$ cat config.mk
export PLATFORM = sky130hd
export DESIGN_NAME = serial_register_access_slave
export DESIGN_NICKNAME = d
export VERILOG_FILES = /design/src/verilog/i2c_slave_engine.v /design/src/verilog/serial_register_access_slave.v
export VERILOG_INCLUDE_DIRS = /design/src /design/src/verilog
export SDC_FILE = /design/constraint.sdc
export NUM_CORES = 1
export LEC_CHECK = 0
export BUFFER_PORTS_ARGS = -buffer_cell sky130_fd_sc_hd__buf_2
export CAP_MARGIN = 20
export CORE_MARGIN = 2
export CORE_UTILIZATION = 40
export CTS_CLUSTER_SIZE = 28
export DETAILED_ROUTE_END_ITERATION = 12
export REMOVE_ABC_BUFFERS = 1
export SLEW_MARGIN = 20
export SYNTH_ARGS = -nofsm -noshare
export SYNTH_HDL_FRONTEND = slang
export SYNTH_HIERARCHICAL = 1
export SYNTH_SLANG_ARGS = --single-unit
$ cat constraint.sdc
create_clock -name i_clk -period 2.3 [get_ports i_clk]
set_clock_uncertainty 0.1 [all_clocks]
set_input_delay 0.345 -clock i_clk [delete_from_list [all_inputs] [get_ports i_clk]]
set_output_delay 0.345 -clock i_clk [all_outputs]
set_load 0.05 [all_outputs]
$ cat src/verilog/serial_access_defs.vh
// constants shared by the serial register access slave and its i2c engine
// assumes inclusion by bare name from files in the same folder
`ifndef SERIAL_ACCESS_DEFS_VH
`define SERIAL_ACCESS_DEFS_VH

// ****************************************
// management port mode straps
// ****************************************
`define MODE_SPI        2'h0
`define MODE_I2C        2'h1
`define MODE_PHY        2'h2

// ****************************************
// spi framing
// ****************************************
`define SPI_CMD_BITS    6'h1B
`define SPI_HDR_BITS    6'h20
`define SPI_CMD_READ    3'h3
`define SPI_CMD_WRITE   3'h2
`define SPI_LAST_BIT    3'h7

// ****************************************
// i2c framing
// ****************************************
`define I2C_DEV_ADDR    7'h5F
`define I2C_ACK_BIT     4'h8
`define I2C_ACK_END     4'h9

// ****************************************
// register space
// ****************************************
`define REG_ADDR_W      16
`define REG_DATA_W      8

`endif

$ cat src/verilog/i2c_slave_engine.v
// i2c slave byte engine: fixed device address, 16-bit pointer, byte data
// assumes scl and sda already pass two flip-flops in the parent
`timescale 1ns/10ps
`include "serial_access_defs.vh"

module i2c_slave_engine (
    input  wire        i_clk,
    input  wire        i_rst_b,
    input  wire        i_enable,
    input  wire        i_scl,
    input  wire        i_sda,
    input  wire [7:0]  i_rdata,
    input  wire        i_rdata_valid,
    output reg         o_sda_oe,
    output reg  [15:0] o_addr,
    output reg  [7:0]  o_wdata,
    output reg         o_wr,
    output reg         o_rd
);

    // ****************************************
    // states
    // ****************************************
    localparam [5:0] ST_IDLE = 6'h01;
    localparam [5:0] ST_DEV  = 6'h02;
    localparam [5:0] ST_AH   = 6'h04;
    localparam [5:0] ST_AL   = 6'h08;
    localparam [5:0] ST_WR   = 6'h10;
    localparam [5:0] ST_RD   = 6'h20;

    reg [5:0] state_reg;
    reg [3:0] bit_cnt_reg;
    reg [7:0] rx_reg;
    reg [7:0] tx_reg;
    reg       scl_d_reg;
    reg       sda_d_reg;
    reg       nack_reg;

    wire scl_rise = i_scl & ~scl_d_reg;
    wire scl_fall = ~i_scl & scl_d_reg;
    wire start    = i_scl & scl_d_reg & sda_d_reg & ~i_sda;
    wire stop     = i_scl & scl_d_reg & ~sda_d_reg & i_sda;
    wire dev_hit  = (rx_reg[7:1] == `I2C_DEV_ADDR);

    // ****************************************
    // byte sequencing
    // ****************************************
    always @(posedge i_clk) begin
        scl_d_reg <= i_scl;
        sda_d_reg <= i_sda;
        o_wr      <= 1'b0;
        o_rd      <= 1'b0;
        if (!i_rst_b || !i_enable) begin
            state_reg   <= ST_IDLE;
            bit_cnt_reg <= 4'h0;
            rx_reg      <= 8'h00;
            tx_reg      <= 8'h00;
            nack_reg    <= 1'b0;
            o_sda_oe    <= 1'b0;
            o_addr      <= 16'h0000;
            o_wdata     <= 8'h00;
        end else if (start) begin
            // repeated start keeps the pointer
            state_reg   <= ST_DEV;
            nack_reg    <= 1'b0;
            bit_cnt_reg <= 4'h0;
            o_sda_oe    <= 1'b0;
        end else if (stop) begin
            state_reg   <= ST_IDLE;
            o_sda_oe    <= 1'b0;
        end else begin
            if (i_rdata_valid) begin
                tx_reg <= i_rdata;
            end
            if (scl_rise && state_reg != ST_IDLE) begin
                if (bit_cnt_reg < `I2C_ACK_BIT) begin
                    rx_reg      <= {rx_reg[6:0], i_sda};
                    bit_cnt_reg <= bit_cnt_reg + 4'h1;
                end else if (bit_cnt_reg == `I2C_ACK_BIT) begin
                    bit_cnt_reg <= `I2C_ACK_END;
                    // own address ack is not a master ack: no extra read there
                    if (state_reg == ST_RD && !o_sda_oe) begin
                        nack_reg <= i_sda;
                        if (!i_sda) begin
                            o_rd   <= 1'b1;
                            o_addr <= o_addr + 16'h0001;
                        end
                    end
                end
            end else if (scl_fall && state_reg != ST_IDLE) begin
                if (bit_cnt_reg == `I2C_ACK_BIT) begin
                    case (state_reg)
                        ST_DEV: begin
                            if (dev_hit) begin
                                o_sda_oe <= 1'b1;
                                // r/w flag is the lsb
                                if (rx_reg[0]) begin
                                    state_reg <= ST_RD;
                                    o_rd      <= 1'b1;
                                end else begin
                                    state_reg <= ST_AH;
                                end
                            end else begin
                                state_reg <= ST_IDLE;
                            end
                        end
                        ST_AH: begin
                            o_addr[15:8] <= rx_reg;
                            o_sda_oe     <= 1'b1;
                            state_reg    <= ST_AL;
                        end
                        ST_AL: begin
                            o_addr[7:0]  <= rx_reg;
                            o_sda_oe     <= 1'b1;
                            state_reg    <= ST_WR;
                        end
                        ST_WR: begin
                            o_wdata  <= rx_reg;
                            o_wr     <= 1'b1;
                            o_sda_oe <= 1'b1;
                        end
                        ST_RD: begin
                            o_sda_oe <= 1'b0;
                        end
                        default: begin
                            state_reg <= ST_IDLE;
                        end
                    endcase
                end else if (bit_cnt_reg == `I2C_ACK_END) begin
                    bit_cnt_reg <= 4'h0;
                    o_sda_oe    <= 1'b0;
                    if (state_reg == ST_RD) begin
                        if (nack_reg) begin
                            state_reg <= ST_IDLE;
                        end else begin
                            o_sda_oe <= ~tx_reg[7];
                        end
                    end
                end else if (state_reg == ST_RD) begin
                    o_sda_oe <= ~tx_reg[3'h7 - bit_cnt_reg[2:0]];
                end
            end
            // write pointer advances once the byte is handed on
            if (o_wr) begin
                o_addr <= o_addr + 16'h0001;
            end
        end
    end

endmodule // i2c_slave_engine

$ cat src/verilog/serial_register_access_slave.v
// serial management port: spi or i2c slave onto a byte-wide register space
// assumes the register space answers i_reg_rdata in the cycle o_reg_rd is high
//
// How it works
// - mode strap caught on first clock after reset release, held until reset.
// - phy management mode opens no path to the switch registers.
// - master drives clock, select and input; only this block drives output.
// - select low starts an operation; select high drops all partial state.
// - 27 command/address bits, 5 turnaround bits, then 8 data bits.
// - burst keeps select low; every 8 clocks the address advances.
// - command, address and data shift most significant bit first.
// - input sampled on rising clock, output changed on falling clock.
// - command 011 reads, 010 writes; other codes are ignored.
// - input line ignored during the five turnaround bits.
// - only low 16 address bits decoded; bits 23 to 16 ignored.
// - i2c master may read and write every register location.
// - i2c answers only the fixed 7-bit address 1011111.
// - i2c read/write flag is the lsb after the address.
// - i2c carries a two-byte register address then byte data.
`timescale 1ns/10ps
`include "serial_access_defs.vh"

module serial_register_access_slave (
    input  wire        i_clk,
    input  wire        i_rst_b,
    input  wire [1:0]  i_mode_strap,
    input  wire        i_spi_clk,
    input  wire        i_select_active_low,
    input  wire        i_serial_in_line,
    input  wire        i_i2c_scl,
    input  wire        i_i2c_sda,
    input  wire [7:0]  i_reg_rdata,
    output wire        o_i2c_sda_oe,
    output reg         o_serial_out_line,
    output reg         o_serial_out_oe,
    output reg  [1:0]  o_mode,
    output reg         o_phy_management_mode,
    output reg  [15:0] o_reg_addr,
    output reg  [7:0]  o_reg_wdata,
    output reg         o_reg_wr,
    output reg         o_reg_rd
);

    // ****************************************
    // pin synchronisers
    // ****************************************
    reg [1:0] strap_s1_reg;
    reg [1:0] strap_s2_reg;
    reg       sclk_s1_reg;
    reg       sclk_s2_reg;
    reg       sclk_s3_reg;
    reg       cs_s1_reg;
    reg       cs_s2_reg;
    reg       sdi_s1_reg;
    reg       sdi_s2_reg;
    reg       scl_s1_reg;
    reg       scl_s2_reg;
    reg       sda_s1_reg;
    reg       sda_s2_reg;

    // pins carry no reset; they only feed the capture and edge logic
    always @(posedge i_clk) begin
        strap_s1_reg <= i_mode_strap;
        strap_s2_reg <= strap_s1_reg;
        sclk_s1_reg  <= i_spi_clk;
        sclk_s2_reg  <= sclk_s1_reg;
        sclk_s3_reg  <= sclk_s2_reg;
        cs_s1_reg    <= i_select_active_low;
        cs_s2_reg    <= cs_s1_reg;
        sdi_s1_reg   <= i_serial_in_line;
        sdi_s2_reg   <= sdi_s1_reg;
        scl_s1_reg   <= i_i2c_scl;
        scl_s2_reg   <= scl_s1_reg;
        sda_s1_reg   <= i_i2c_sda;
        sda_s2_reg   <= sda_s1_reg;
    end

    // ****************************************
    // mode capture
    // ****************************************
    reg mode_valid_reg;

    always @(posedge i_clk) begin
        if (!i_rst_b) begin
            mode_valid_reg        <= 1'b0;
            o_mode                <= `MODE_SPI;
            o_phy_management_mode <= 1'b0;
        end else if (!mode_valid_reg) begin
            // caught once after release, frozen until the next reset
            mode_valid_reg        <= 1'b1;
            o_mode                <= strap_s2_reg;
            o_phy_management_mode <= (strap_s2_reg == `MODE_PHY);
        end
    end

    wire spi_mode = mode_valid_reg & (o_mode == `MODE_SPI);
    wire i2c_mode = mode_valid_reg & (o_mode == `MODE_I2C);

    // ****************************************
    // spi framing
    // ****************************************
    reg [5:0]  hdr_cnt_reg;
    reg [25:0] hdr_reg;
    reg [2:0]  cmd_reg;
    reg [15:0] spi_addr_reg;
    reg [2:0]  dbit_reg;
    reg [6:0]  wshift_reg;
    reg [7:0]  spi_wdata_reg;
    reg [7:0]  tx_reg;
    reg        spi_wr_req_reg;
    reg        spi_rd_req_reg;

    // clock is idle low, so a rising edge always marks a real bit
    wire sclk_rise  = sclk_s2_reg & ~sclk_s3_reg;
    wire sclk_fall  = ~sclk_s2_reg & sclk_s3_reg;
    wire spi_active = spi_mode & ~cs_s2_reg;
    wire data_phase = (hdr_cnt_reg == `SPI_HDR_BITS);
    wire cmd_read   = (cmd_reg == `SPI_CMD_READ);
    wire cmd_write  = (cmd_reg == `SPI_CMD_WRITE);
    wire hdr_last   = (hdr_cnt_reg == `SPI_CMD_BITS - 6'h01);

    always @(posedge i_clk) begin
        spi_wr_req_reg <= 1'b0;
        spi_rd_req_reg <= 1'b0;
        if (!i_rst_b || !spi_active) begin
            // select high discards any partial operation
            hdr_cnt_reg   <= 6'h00;
            hdr_reg       <= 26'h0000000;
            cmd_reg       <= 3'h0;
            spi_addr_reg  <= 16'h0000;
            dbit_reg      <= 3'h0;
            wshift_reg    <= 7'h00;
            spi_wdata_reg <= 8'h00;
        end else begin
            if (sclk_rise) begin
                if (hdr_cnt_reg < `SPI_CMD_BITS) begin
                    // msb first into the header
                    hdr_reg     <= {hdr_reg[24:0], sdi_s2_reg};
                    hdr_cnt_reg <= hdr_cnt_reg + 6'h01;
                    if (hdr_last) begin
                        cmd_reg      <= hdr_reg[25:23];
                        // address bits 23..16 are dropped
                        spi_addr_reg <= {hdr_reg[14:0], sdi_s2_reg};
                        spi_rd_req_reg <= (hdr_reg[25:23] == `SPI_CMD_READ);
                    end
                end else if (!data_phase) begin
                    // turnaround bits counted but never looked at
                    hdr_cnt_reg <= hdr_cnt_reg + 6'h01;
                end else begin
                    dbit_reg   <= dbit_reg + 3'h1;
                    wshift_reg <= {wshift_reg[5:0], sdi_s2_reg};
                    if (dbit_reg == `SPI_LAST_BIT) begin
                        if (cmd_write) begin
                            spi_wdata_reg  <= {wshift_reg, sdi_s2_reg};
                            spi_wr_req_reg <= 1'b1;
                        end else if (cmd_read) begin
                            // prefetch the next byte of the burst
                            spi_addr_reg   <= spi_addr_reg + 16'h0001;
                            spi_rd_req_reg <= 1'b1;
                        end
                    end
                end
            end
            // write address steps only after the request has been taken
            if (spi_wr_req_reg) begin
                spi_addr_reg <= spi_addr_reg + 16'h0001;
            end
        end
    end

    // ****************************************
    // spi output line
    // ****************************************
    always @(posedge i_clk) begin
        if (!i_rst_b) begin
            tx_reg            <= 8'h00;
            o_serial_out_line <= 1'b0;
            o_serial_out_oe   <= 1'b0;
        end else begin
            if (o_reg_rd && spi_mode) begin
                tx_reg <= i_reg_rdata;
            end
            if (!spi_active || !cmd_read || !data_phase) begin
                // released when deselected or writing
                o_serial_out_oe <= 1'b0;
            end else if (sclk_fall) begin
                // only this block drives the output line
                o_serial_out_oe   <= 1'b1;
                o_serial_out_line <= tx_reg[3'h7 - dbit_reg];
            end
        end
    end

    // ****************************************
    // i2c engine
    // ****************************************
    wire [15:0] i2c_addr;
    wire [7:0]  i2c_wdata;
    wire        i2c_wr;
    wire        i2c_rd;

    i2c_slave_engine u_i2c (
        .i_clk         (i_clk),
        .i_rst_b       (i_rst_b),
        .i_enable      (i2c_mode),
        .i_scl         (scl_s2_reg),
        .i_sda         (sda_s2_reg),
        .i_rdata       (i_reg_rdata),
        .i_rdata_valid (o_reg_rd & i2c_mode),
        .o_sda_oe      (o_i2c_sda_oe),
        .o_addr        (i2c_addr),
        .o_wdata       (i2c_wdata),
        .o_wr          (i2c_wr),
        .o_rd          (i2c_rd)
    );

    // ****************************************
    // register port
    // ****************************************
    always @(posedge i_clk) begin
        o_reg_wr <= 1'b0;
        o_reg_rd <= 1'b0;
        if (!i_rst_b) begin
            o_reg_addr  <= 16'h0000;
            o_reg_wdata <= 8'h00;
        end else if (spi_mode) begin
            if (spi_wr_req_reg || spi_rd_req_reg) begin
                o_reg_addr  <= spi_addr_reg;
                o_reg_wdata <= spi_wdata_reg;
                o_reg_wr    <= spi_wr_req_reg;
                o_reg_rd    <= spi_rd_req_reg;
            end
        end else if (i2c_mode) begin
            // full register space reachable over i2c
            if (i2c_wr || i2c_rd) begin
                o_reg_addr  <= i2c_addr;
                o_reg_wdata <= i2c_wdata;
                o_reg_wr    <= i2c_wr;
                o_reg_rd    <= i2c_rd;
            end
        end
        // phy management mode leaves the port silent
    end

endmodule // serial_register_access_slave

==> results of run 1 <==
==> worst max-delay path: stages (launching register included) <==
cell and delay [ns]:
dfxtp_1 0.35, or4_1 0.60, nor2_2 0.22, o41ai_4 0.11
buf_12 0.17, and2_0 0.15, buf_4 0.16, o221a_2 0.23
==> power by group <==
part / switching [W] / total, W / internal [W] / leakage (nW)
sequential: 0.0000139 / 0.00318 / 0.00317 / 1.47
clock: 0.00137 / 0.00291 / 0.00154 / 0.286
combinational: 0.000122 / 0.000193 / 0.0000703 / 2.17
total: 0.00151 / 0.00629 / 0.00478 / 3.93
==> synth_stat cells, drive strengths merged, types with 11 or more instances <==
master  instances
a21oi          64
inv            12
buf            23
o21ai          30
nor4           12
and2           11
nand4          11
nor2b          13
mux2i          70
dfxtp         182
nand3          23
nor3           14
o211a          27
nor2           81
nand2         170
clkbuf         42
==> layer usage <==
metal / GRT usage (%) / up-vias / wire length [um]
met4: 6.86 / 0 / 318
met1: 26.9 / 3363 / 10300
met5: 0 / - / 0
met2: 30.3 / 149 / 9470
li1: - / 3563 / -
met3: 3.15 / 22 / 811
==> cell usage in the layout (no fill, tap or decap), types with 9 or more instances in the layout <==
cell | netlist | routed
a21oi_1 | 64 | 64
buf_2 | 12 | 48
a31oi_1 | 9 | 9
buf_4 | 3 | 55
nand2_1 | 170 | 169
nor3_1 | 13 | 11
and2_1 | 10 | 10
clkbuf_16 | 0 | 17
nand4_1 | 11 | 11
mux2i_1 | 70 | 70
nand3_1 | 21 | 21
o21ai_0 | 29 | 29
inv_1 | 12 | 12
dfxtp_1 | 182 | 181
ha_1 | 10 | 10
nor2_1 | 80 | 79
nor2b_1 | 13 | 13
o211a_1 | 27 | 27
o211ai_1 | 9 | 9
nor4_1 | 10 | 9
==> cell families after synthesis <==
logic type                 Yosys count  synth area share [%]
buffers and inverters               78                  4.15
AOI/OAI and AO/OA                  216                  18.7
DFF                                182                  43.3
xor gates and xnor gates            10                  1.04
and+or+nand+nor                    381                  21.8
adders and majority gates           10                  1.49
muxes                               74                  9.49
==> repair_timing <==
action / CTS / global route
resized for setup: 0 / 4
hold buffers: 7 / 0
setup endpoints to repair: 0 / 8
buffers inserted: 0 / 3
hold endpoints to repair: 7 / 0
==> path summary, 6_finish.rpt <==
path                                   endpoint  depth (start not counted)  slack, ns
worst max-delay path            u_i2c/o_addr[7]                          7        0.1
worst min-delay path                  tx_reg[1]                          3       0.07
worst max register to register  u_i2c/o_addr[7]                          7        0.1
worst min register to register       sda_s2_reg                          0       0.23
==> layout make-up <==
cell class,instances,area (um2)
clock buffer,17,425
clock inverter,15,163
fill,2036,10900
inverter,12,45.0
multi-input combinational,691,4440
sequential,182,3640
tap,275,344
timing repair buffer,117,863
==> stage by stage <==
step | hold slack (ns) | cells | setup slack (ns)
2_1_floorplan | 0.210 | 885 | -3.00
3_3_place_gp | 0.210 | 1267 | 0.107
3_5_place_dp | 0.214 | 1267 | 0.0657
4_1_cts | 0.0606 | 1306 | 0.0559
5_1_grt | 0.0732 | 1309 | -0.00785
6_report | 0.0695 | 1309 | 0.0968
==> results.cfg, run 1 <==
[status]
outcome = completed

[finish]
utilization_pct = 47.7
largest_reg_flops = 26
num-nets-final = 1048
antenna_cells = 0
fin_area_um2 = 9930
area_delta_synth_final_pct = 18.1
drive_above_1_share_pct = 17.3

[detailed_routing]
postRouteAntennaNets = 0
wl_per_cell_um = 16.0
vias_per_cell = 5.42
drc_errors = 0
wl_mm = 20.9
via_count = 7097
drtPass1Iterations = 5
drt_iter0_drc = 513

[sta]
fmax_mhz = 454
finalWorstPathRequiredPeriod_ns = 2.20
tns_ns = 0
maxSlewHeadroom_pct = 61.8
finalSetupViolations = 0
finalHoldViolations = 0
slew_violations = 0
period_share_pct = 95.8
tightest_slew_ns = 0.566

[cts]
htreeDepth = 4
insertion_delay_ns = 0.43
ctsLongestPathBuffers = 2
cts.sinks = 182
cts-buffers-inserted = 17
cts.clk_slew.worst_paths_ns = 0.07
ctsRootBufferMaster = clkbuf_16
tritoncts = yes

[worst_setup_path]
worst_ep_arrival_time_ns = 2.43
end_kind = flop
crit_fanout = 19
required_ns = 2.52
start_kind = flop
rr_startpoint = u_i2c/state_reg[3]
path_class = reg2reg
worstSetupStartpoint = u_i2c/state_reg[3]

[synth]
yosys_warnings = 6
yosys.area.top_type = dfxtp_1
ys_ff_latch = 182
synth_flop_cell = dfxtp_1
async_reset_ff_share_pct = 0
synthTopCellsByArea = dfxtp_1 (43%), mux2i_1 (8.3%), nand2_1 (7.6%), a21oi_1 (3.8%), nor2_1 (3.6%)
syn_inst = 951
avgSynthCellArea_um2 = 8.84
synth_edf_count = 0
seq_area_frac_synth_pct = 43.3
synthDistinctLibCells = 80
synth_top_area_share_pct = 43.3
netlist_area_um2 = 8410

[global_route]
grt_overflow = 0
grt_usage_pct = 19.3
grt_pass1_vias = 6625
antenna_found_initial = 0
grt_first_pass_wirelength_mm = 34.4
grt_max_degree = 49

[placed_design]
place.gp.congestion = 0.882
dpl-instance-area_um2 = 9220
io_buffers = 48
hpwlAfterDp_mm = 14.6

[die]
die_w_um = 149
die_h_um = 149
initial_core_util_pct = 40.4
ioPinCount = 49
row_count = 53
coreArea_um2 = 20800
dieArea_um2 = 22200

[power]
p_per_area_nw_per_um2 = 633
finalPower_w = 0.00629
ir_worst_vdd_mv = 0.502
leakage_nw = 3.93

[hold_path]
hold_class = in2reg
hold_start = i_reg_rdata[1]

[flow_run]
drv_cap = 0
Note: power is estimated with default switching activity, not from simulation.
==> inputs of run 2 (changes only) <==
==> constraint.sdc (replaced) <==
create_clock -name i_clk -period 2.8 [get_ports i_clk]
set_clock_uncertainty 0.1 [all_clocks]
set_input_delay 0.42 -clock i_clk [delete_from_list [all_inputs] [get_ports i_clk]]
set_output_delay 0.42 -clock i_clk [all_outputs]
set_load 0.05 [all_outputs]
==> results.cfg, run 2 (synthesis gave the netlist of run 1 again) <==
[status]
outcome = completed

[die]
dieArea_um2 = 22200
die_w_um = 149
row_count = 53
ioPinCount = 49
die_h_um = 149
initial_core_util_pct = 40.4
coreArea_um2 = 20800

[sta]
tns_ns = 0
period_share_pct = 89.3
slew_violations = 0
tightest_slew_ns = 0.695
fmax_mhz = 400
finalSetupViolations = 0
maxSlewHeadroom_pct = 53.6
finalWorstPathRequiredPeriod_ns = 2.50
rsz0062_at_grt = no
finalHoldViolations = 0

[hold_path]
hold_depth = 1
min_to = mode_valid_reg
hold_start = i_rst_b
hold_class = in2reg

[global_route]
grt_pass1_vias = 6547
grt_overflow = 0
grt_max_degree = 49
grt_usage_pct = 18.8
antenna_found_initial = 0
grt_first_pass_wirelength_mm = 33.6

[detailed_routing]
postRouteAntennaNets = 0
via_count = 6997
vias_per_cell = 5.46
drc_errors = 0
drtPass1Iterations = 5
wl_per_cell_um = 16.0
drt_iter0_drc = 492
wl_mm = 20.4

[flow_run]
drv_cap = 0

[cts]
ctsHoldBuffers = 7
cts.repair.resized = 0
htreeDepth = 4
ctsLongestPathBuffers = 2
tritoncts = yes
insertion_delay_ns = 0.44
ctsRootBufferMaster = clkbuf_16
cts-buffers-inserted = 17
cts.sinks = 182
cts.clk_slew.worst_paths_ns = 0.07
postCtsSetupRepairBufs = 0

[worst_setup_path]
rr_startpoint = u_i2c/state_reg[3]
cpMaxStageDelayCell = nor4_2
ff2ff_path_depth = 5
start_kind = flop
reg2reg_slack_ns = 0.30
end_kind = flop
r2r-end = u_i2c/o_addr[15]
path_cells = nor4_2 -> a21oi_1 -> nand2_1 -> nand3_4 -> o32ai_1
required_ns = 3.04
worst_ep_arrival_time_ns = 2.74
crit_fanout = 14
max_stage_delay_ns = 0.66
path_class = reg2reg

[finish]
nFillCells = 2047
layout_commonest_cell = dfxtp_1
drive_above_1_share_pct = 14.5
area_delta_synth_final_pct = 15.3
final_cell_mix = dfxtp_1 (182), nand2_1 (169), nor2_1 (80)
regArea_um2 = 3640
largest_reg_flops = 26
num-nets-final = 1020
multi_input_area_um2 = 4430

[power]
finalPower_w = 0.00537
ir_worst_vdd_mv = 0.393
leakage_nw = 3.77
p_per_area_nw_per_um2 = 554

[placed_design]
io_buffers = 48
hpwlAfterDp_mm = 14.2
place.gp.congestion = 0.877
## run 2: cell count changes in the layout (fill, tap and decap cells not counted), sizes merged
cell	delta
clkinvlp	+2
buf	-28
diode	+1
inv	-4
clkinv	-3
bufinv	+3
clkbuf	+1
## run 2: area by class of cell
class                   count  share of cell area (%)
repair buffers             89                    6.09
diodes                      1                  0.0258
clock inverters            13                    2.03
clock buffers              18                    4.53
inverters                  12                   0.465
multi-input cells         691                    45.7
well taps                 275                    3.55
flip-flops and latches    182                    37.6
## run 2: per-stage QoR
stage	setup WS [ns]	std cells	hold WS, ns	utilization, %	area (um2)
2_1_floorplan	-2.50	885	0.210	-	8100
3_3_place_gp	0.398	1242	0.210	43.2	8990
3_5_place_dp	0.384	1242	0.212	43.2	8990
4_1_cts	0.370	1280	0.0862	46.5	9690
5_1_grt	0.109	1280	0.0998	46.5	9690
6_report	0.300	1281	0.0971	46.6	9690
## run 2: worst max-delay path, delay by kind of cell (launching register included)
family | cells | cell delay [ns]
flip-flops | 1 | 0.38
AO/OA/AOI/OAI | 2 | 0.59
AND/OR/NAND/NOR | 3 | 1.33
## run 2: where the power goes
part           internal, W  switching (W)  total [W]
clock network      0.00153        0.00107    0.00260
registers          0.00260      0.0000138    0.00262
logic            0.0000560      0.0000961   0.000152
total              0.00419        0.00118    0.00537
## run 2: worst max-delay path by stage
| stage | from | end | slack [ns] | cells past startpoint |
|---|---|---|---|---|
| 2_1_floorplan | o_mode[0] | spi_addr_reg[3] | -2.50 | 5 |
| 4_1_cts | u_i2c/state_reg[3] | u_i2c/o_addr[7] | 0.37 | 6 |
| 3_5_place_dp | u_i2c/state_reg[3] | u_i2c/o_addr[7] | 0.38 | 6 |
| 5_1_grt | u_i2c/state_reg[3] | u_i2c/o_addr[8] | 0.11 | 5 |
| 3_3_place_gp | u_i2c/state_reg[3] | u_i2c/o_addr[7] | 0.40 | 6 |
| 6_report | u_i2c/state_reg[3] | u_i2c/o_addr[15] | 0.30 | 5 |
## run 2: metal layers
layer | vias to the layer above | track usage [%] | share of wire [%]
li1 | 3503 | - | -
met1 | 3278 | 26.5 | 49
met2 | 197 | 29.3 | 45
met3 | 19 | 3.09 | 4.9
met4 | 0 | 6.19 | 1.5
met5 | - | 0 | 0
==> inputs of run 3 (changes only) <==
--- a/config.mk
+++ b/config.mk
@@ -9,7 +9,7 @@
 export BUFFER_PORTS_ARGS = -buffer_cell sky130_fd_sc_hd__buf_2
 export CAP_MARGIN = 20
 export CORE_MARGIN = 2
-export CORE_UTILIZATION = 40
+export CORE_UTILIZATION = 46
 export CTS_CLUSTER_SIZE = 28
 export DETAILED_ROUTE_END_ITERATION = 12
 export REMOVE_ABC_BUFFERS = 1
==> results.cfg, run 3 (synthesis gave the netlist of run 1 again) <==
[status]
outcome = completed

[sta]
slew_violations = 0
period_share_pct = 90.4
rsz0062_at_grt = no
finalHoldViolations = 0
finalSetupViolations = 0
fmax_mhz = 395
finalWorstPathRequiredPeriod_ns = 2.53
maxSlewHeadroom_pct = 50.8
tightest_slew_ns = 0.731
tns_ns = 0

[cts]
cts.clk_slew.worst_paths_ns = 0.07
insertion_delay_ns = 0.44
tritoncts = yes
cts.sinks = 182
ctsLongestPathBuffers = 2
ctsRootBufferMaster = clkbuf_16
htreeDepth = 4
cts-buffers-inserted = 17

[hold_path]
min_to = u_i2c/tx_reg[4]
hold_depth = 3
hold_start = i_reg_rdata[4]
hold_class = in2reg

[detailed_routing]
drtPass1Iterations = 5
wl_mm = 20.5
via_count = 6959
postRouteAntennaNets = 0
wl_per_cell_um = 16.6
vias_per_cell = 5.65
drt_iter0_drc = 534
drc_errors = 0

[power]
clkPwrFrac_pct = 46.6
seqPwrFrac_pct = 50.5
p_int_w = 0.00401
p_per_area_nw_per_um2 = 543
p_comb_share_pct = 2.9
ir_worst_vdd_mv = 0.452
leakage_nw = 3.73
p_sw_w = 0.00117
finalPower_w = 0.00518
p_sw_share_pct = 22.6

[worst_setup_path]
ff2ff_path_depth = 6
rr_startpoint = hdr_cnt_reg[0]
cpMaxStageDelayCell = or4b_4
crit_buf_inv = 0
path_class = reg2reg
crit_family = compound AO/OA/AOI/OAI gates
required_ns = 3.03
r2r-end = spi_addr_reg[9]
path_cells = ha_1 -> or4b_4 -> nor3_4 -> a311o_1 -> o21ai_0 -> a32o_1
start_kind = flop
crit_fanout = 11
max_stage_delay_ns = 0.51
worst_ep_arrival_time_ns = 2.76
reg2reg_slack_ns = 0.27
end_kind = flop

[die]
coreArea_um2 = 18000
ioPinCount = 49
die_h_um = 139
initial_core_util_pct = 46.8
die_w_um = 139
row_count = 49
dieArea_um2 = 19400

[placed_design]
io_buffers = 48
hpwlAfterDp_mm = 13.9
place.gp.congestion = 0.916

[finish]
antenna_cells = 0
area_delta_synth_final_pct = 13.4
layout_commonest_cell = dfxtp_1
num-nets-final = 1016
drive_above_1_share_pct = 14.1
final_cell_mix = dfxtp_1 (182), nand2_1 (169), nor2_1 (80)
utilization_pct = 53.1
nFillCells = 1722
largest_reg_flops = 26

[global_route]
grt_first_pass_wirelength_mm = 33.4
grt_max_degree = 49
grt_overflow = 0
grt_pass1_vias = 6368
antenna_found_initial = 0
grt_usage_pct = 21.2

[flow_run]
drv_cap = 0
## run 3: changes by cell type in the layout (fill, tap and decap cells not counted), sizes merged
cell,before,now
buf,82,78
bufinv,4,2
clkbuf,18,20
clkinv,2,4
clkinvlp,3,2
diode,1,0
## run 3: what timing repair did
item | in CTS | in global routing
hold buffers | 7 | 0
gates resized for setup | 0 | 0
hold endpoints to repair | 7 | 0
setup buffers | 0 | 0
## run 3: worst max-delay path by stage
| stage | startpoint | end | slack (ns) | cells after the start |
|---|---|---|---|---|
| 3_3_place_gp | hdr_cnt_reg[0] | spi_addr_reg[9] | 0.34 | 6 |
| 4_1_cts | hdr_cnt_reg[0] | spi_addr_reg[9] | 0.29 | 6 |
| 3_5_place_dp | hdr_cnt_reg[0] | spi_addr_reg[9] | 0.30 | 6 |
| 5_1_grt | hdr_cnt_reg[0] | spi_addr_reg[9] | 0.14 | 6 |
| 6_report | hdr_cnt_reg[0] | spi_addr_reg[9] | 0.27 | 6 |
| 2_1_floorplan | o_mode[0] | spi_addr_reg[3] | -2.50 | 5 |
## run 3: per-stage QoR
step	cells	hold slack, ns	setup WS [ns]	cell area, um2
after floorplan	885	0.210	-2.50	8100
after global placement	1192	0.210	0.337	8870
after detailed placement	1192	0.213	0.300	8870
after CTS	1231	0.124	0.289	9530
after global routing	1231	0.125	0.140	9530
final	1231	0.137	0.269	9530
## run 3: metal layers
metal | vias to the layer above | routed length (um) | GRT usage, %
met4 | 0 | 208 | 5.74
met5 | - | 0 | 0
met2 | 179 | 8810 | 31.2
met3 | 18 | 1190 | 4.87
li1 | 3493 | - | -
met1 | 3269 | 10200 | 31.2
## run 3: area by class of cell
type	instances	area (um2)	share of cell area (%)
timing repair buffer	85	536	5.62
tap	229	287	3.01
sequential	182	3640	38.2
clock buffer	20	447	4.69
multi-input combinational	691	4430	46.5
clock inverter	12	143	1.50
inverter	12	45.0	0.473
## run 3: power groups by stage
stage | Sequential (W) | Clock [W] | Combinational [W]
6_report | 0.00262 | 0.00241 | 0.000148
5_1_grt | 0.00262 | 0.00259 | 0.000161
4_1_cts | 0.00262 | 0.00247 | 0.000148
3_5_place_dp | 0.00268 | 0 | 0.000141
3_3_place_gp | 0.00268 | 0 | 0.000142
2_1_floorplan | 0.00268 | 0 | 0.0000747
## run 3: tightest hold or removal path: stages
cell,delay (ns)
buf_2,0.09
mux2i_1,0.06
nor2_1,0.07
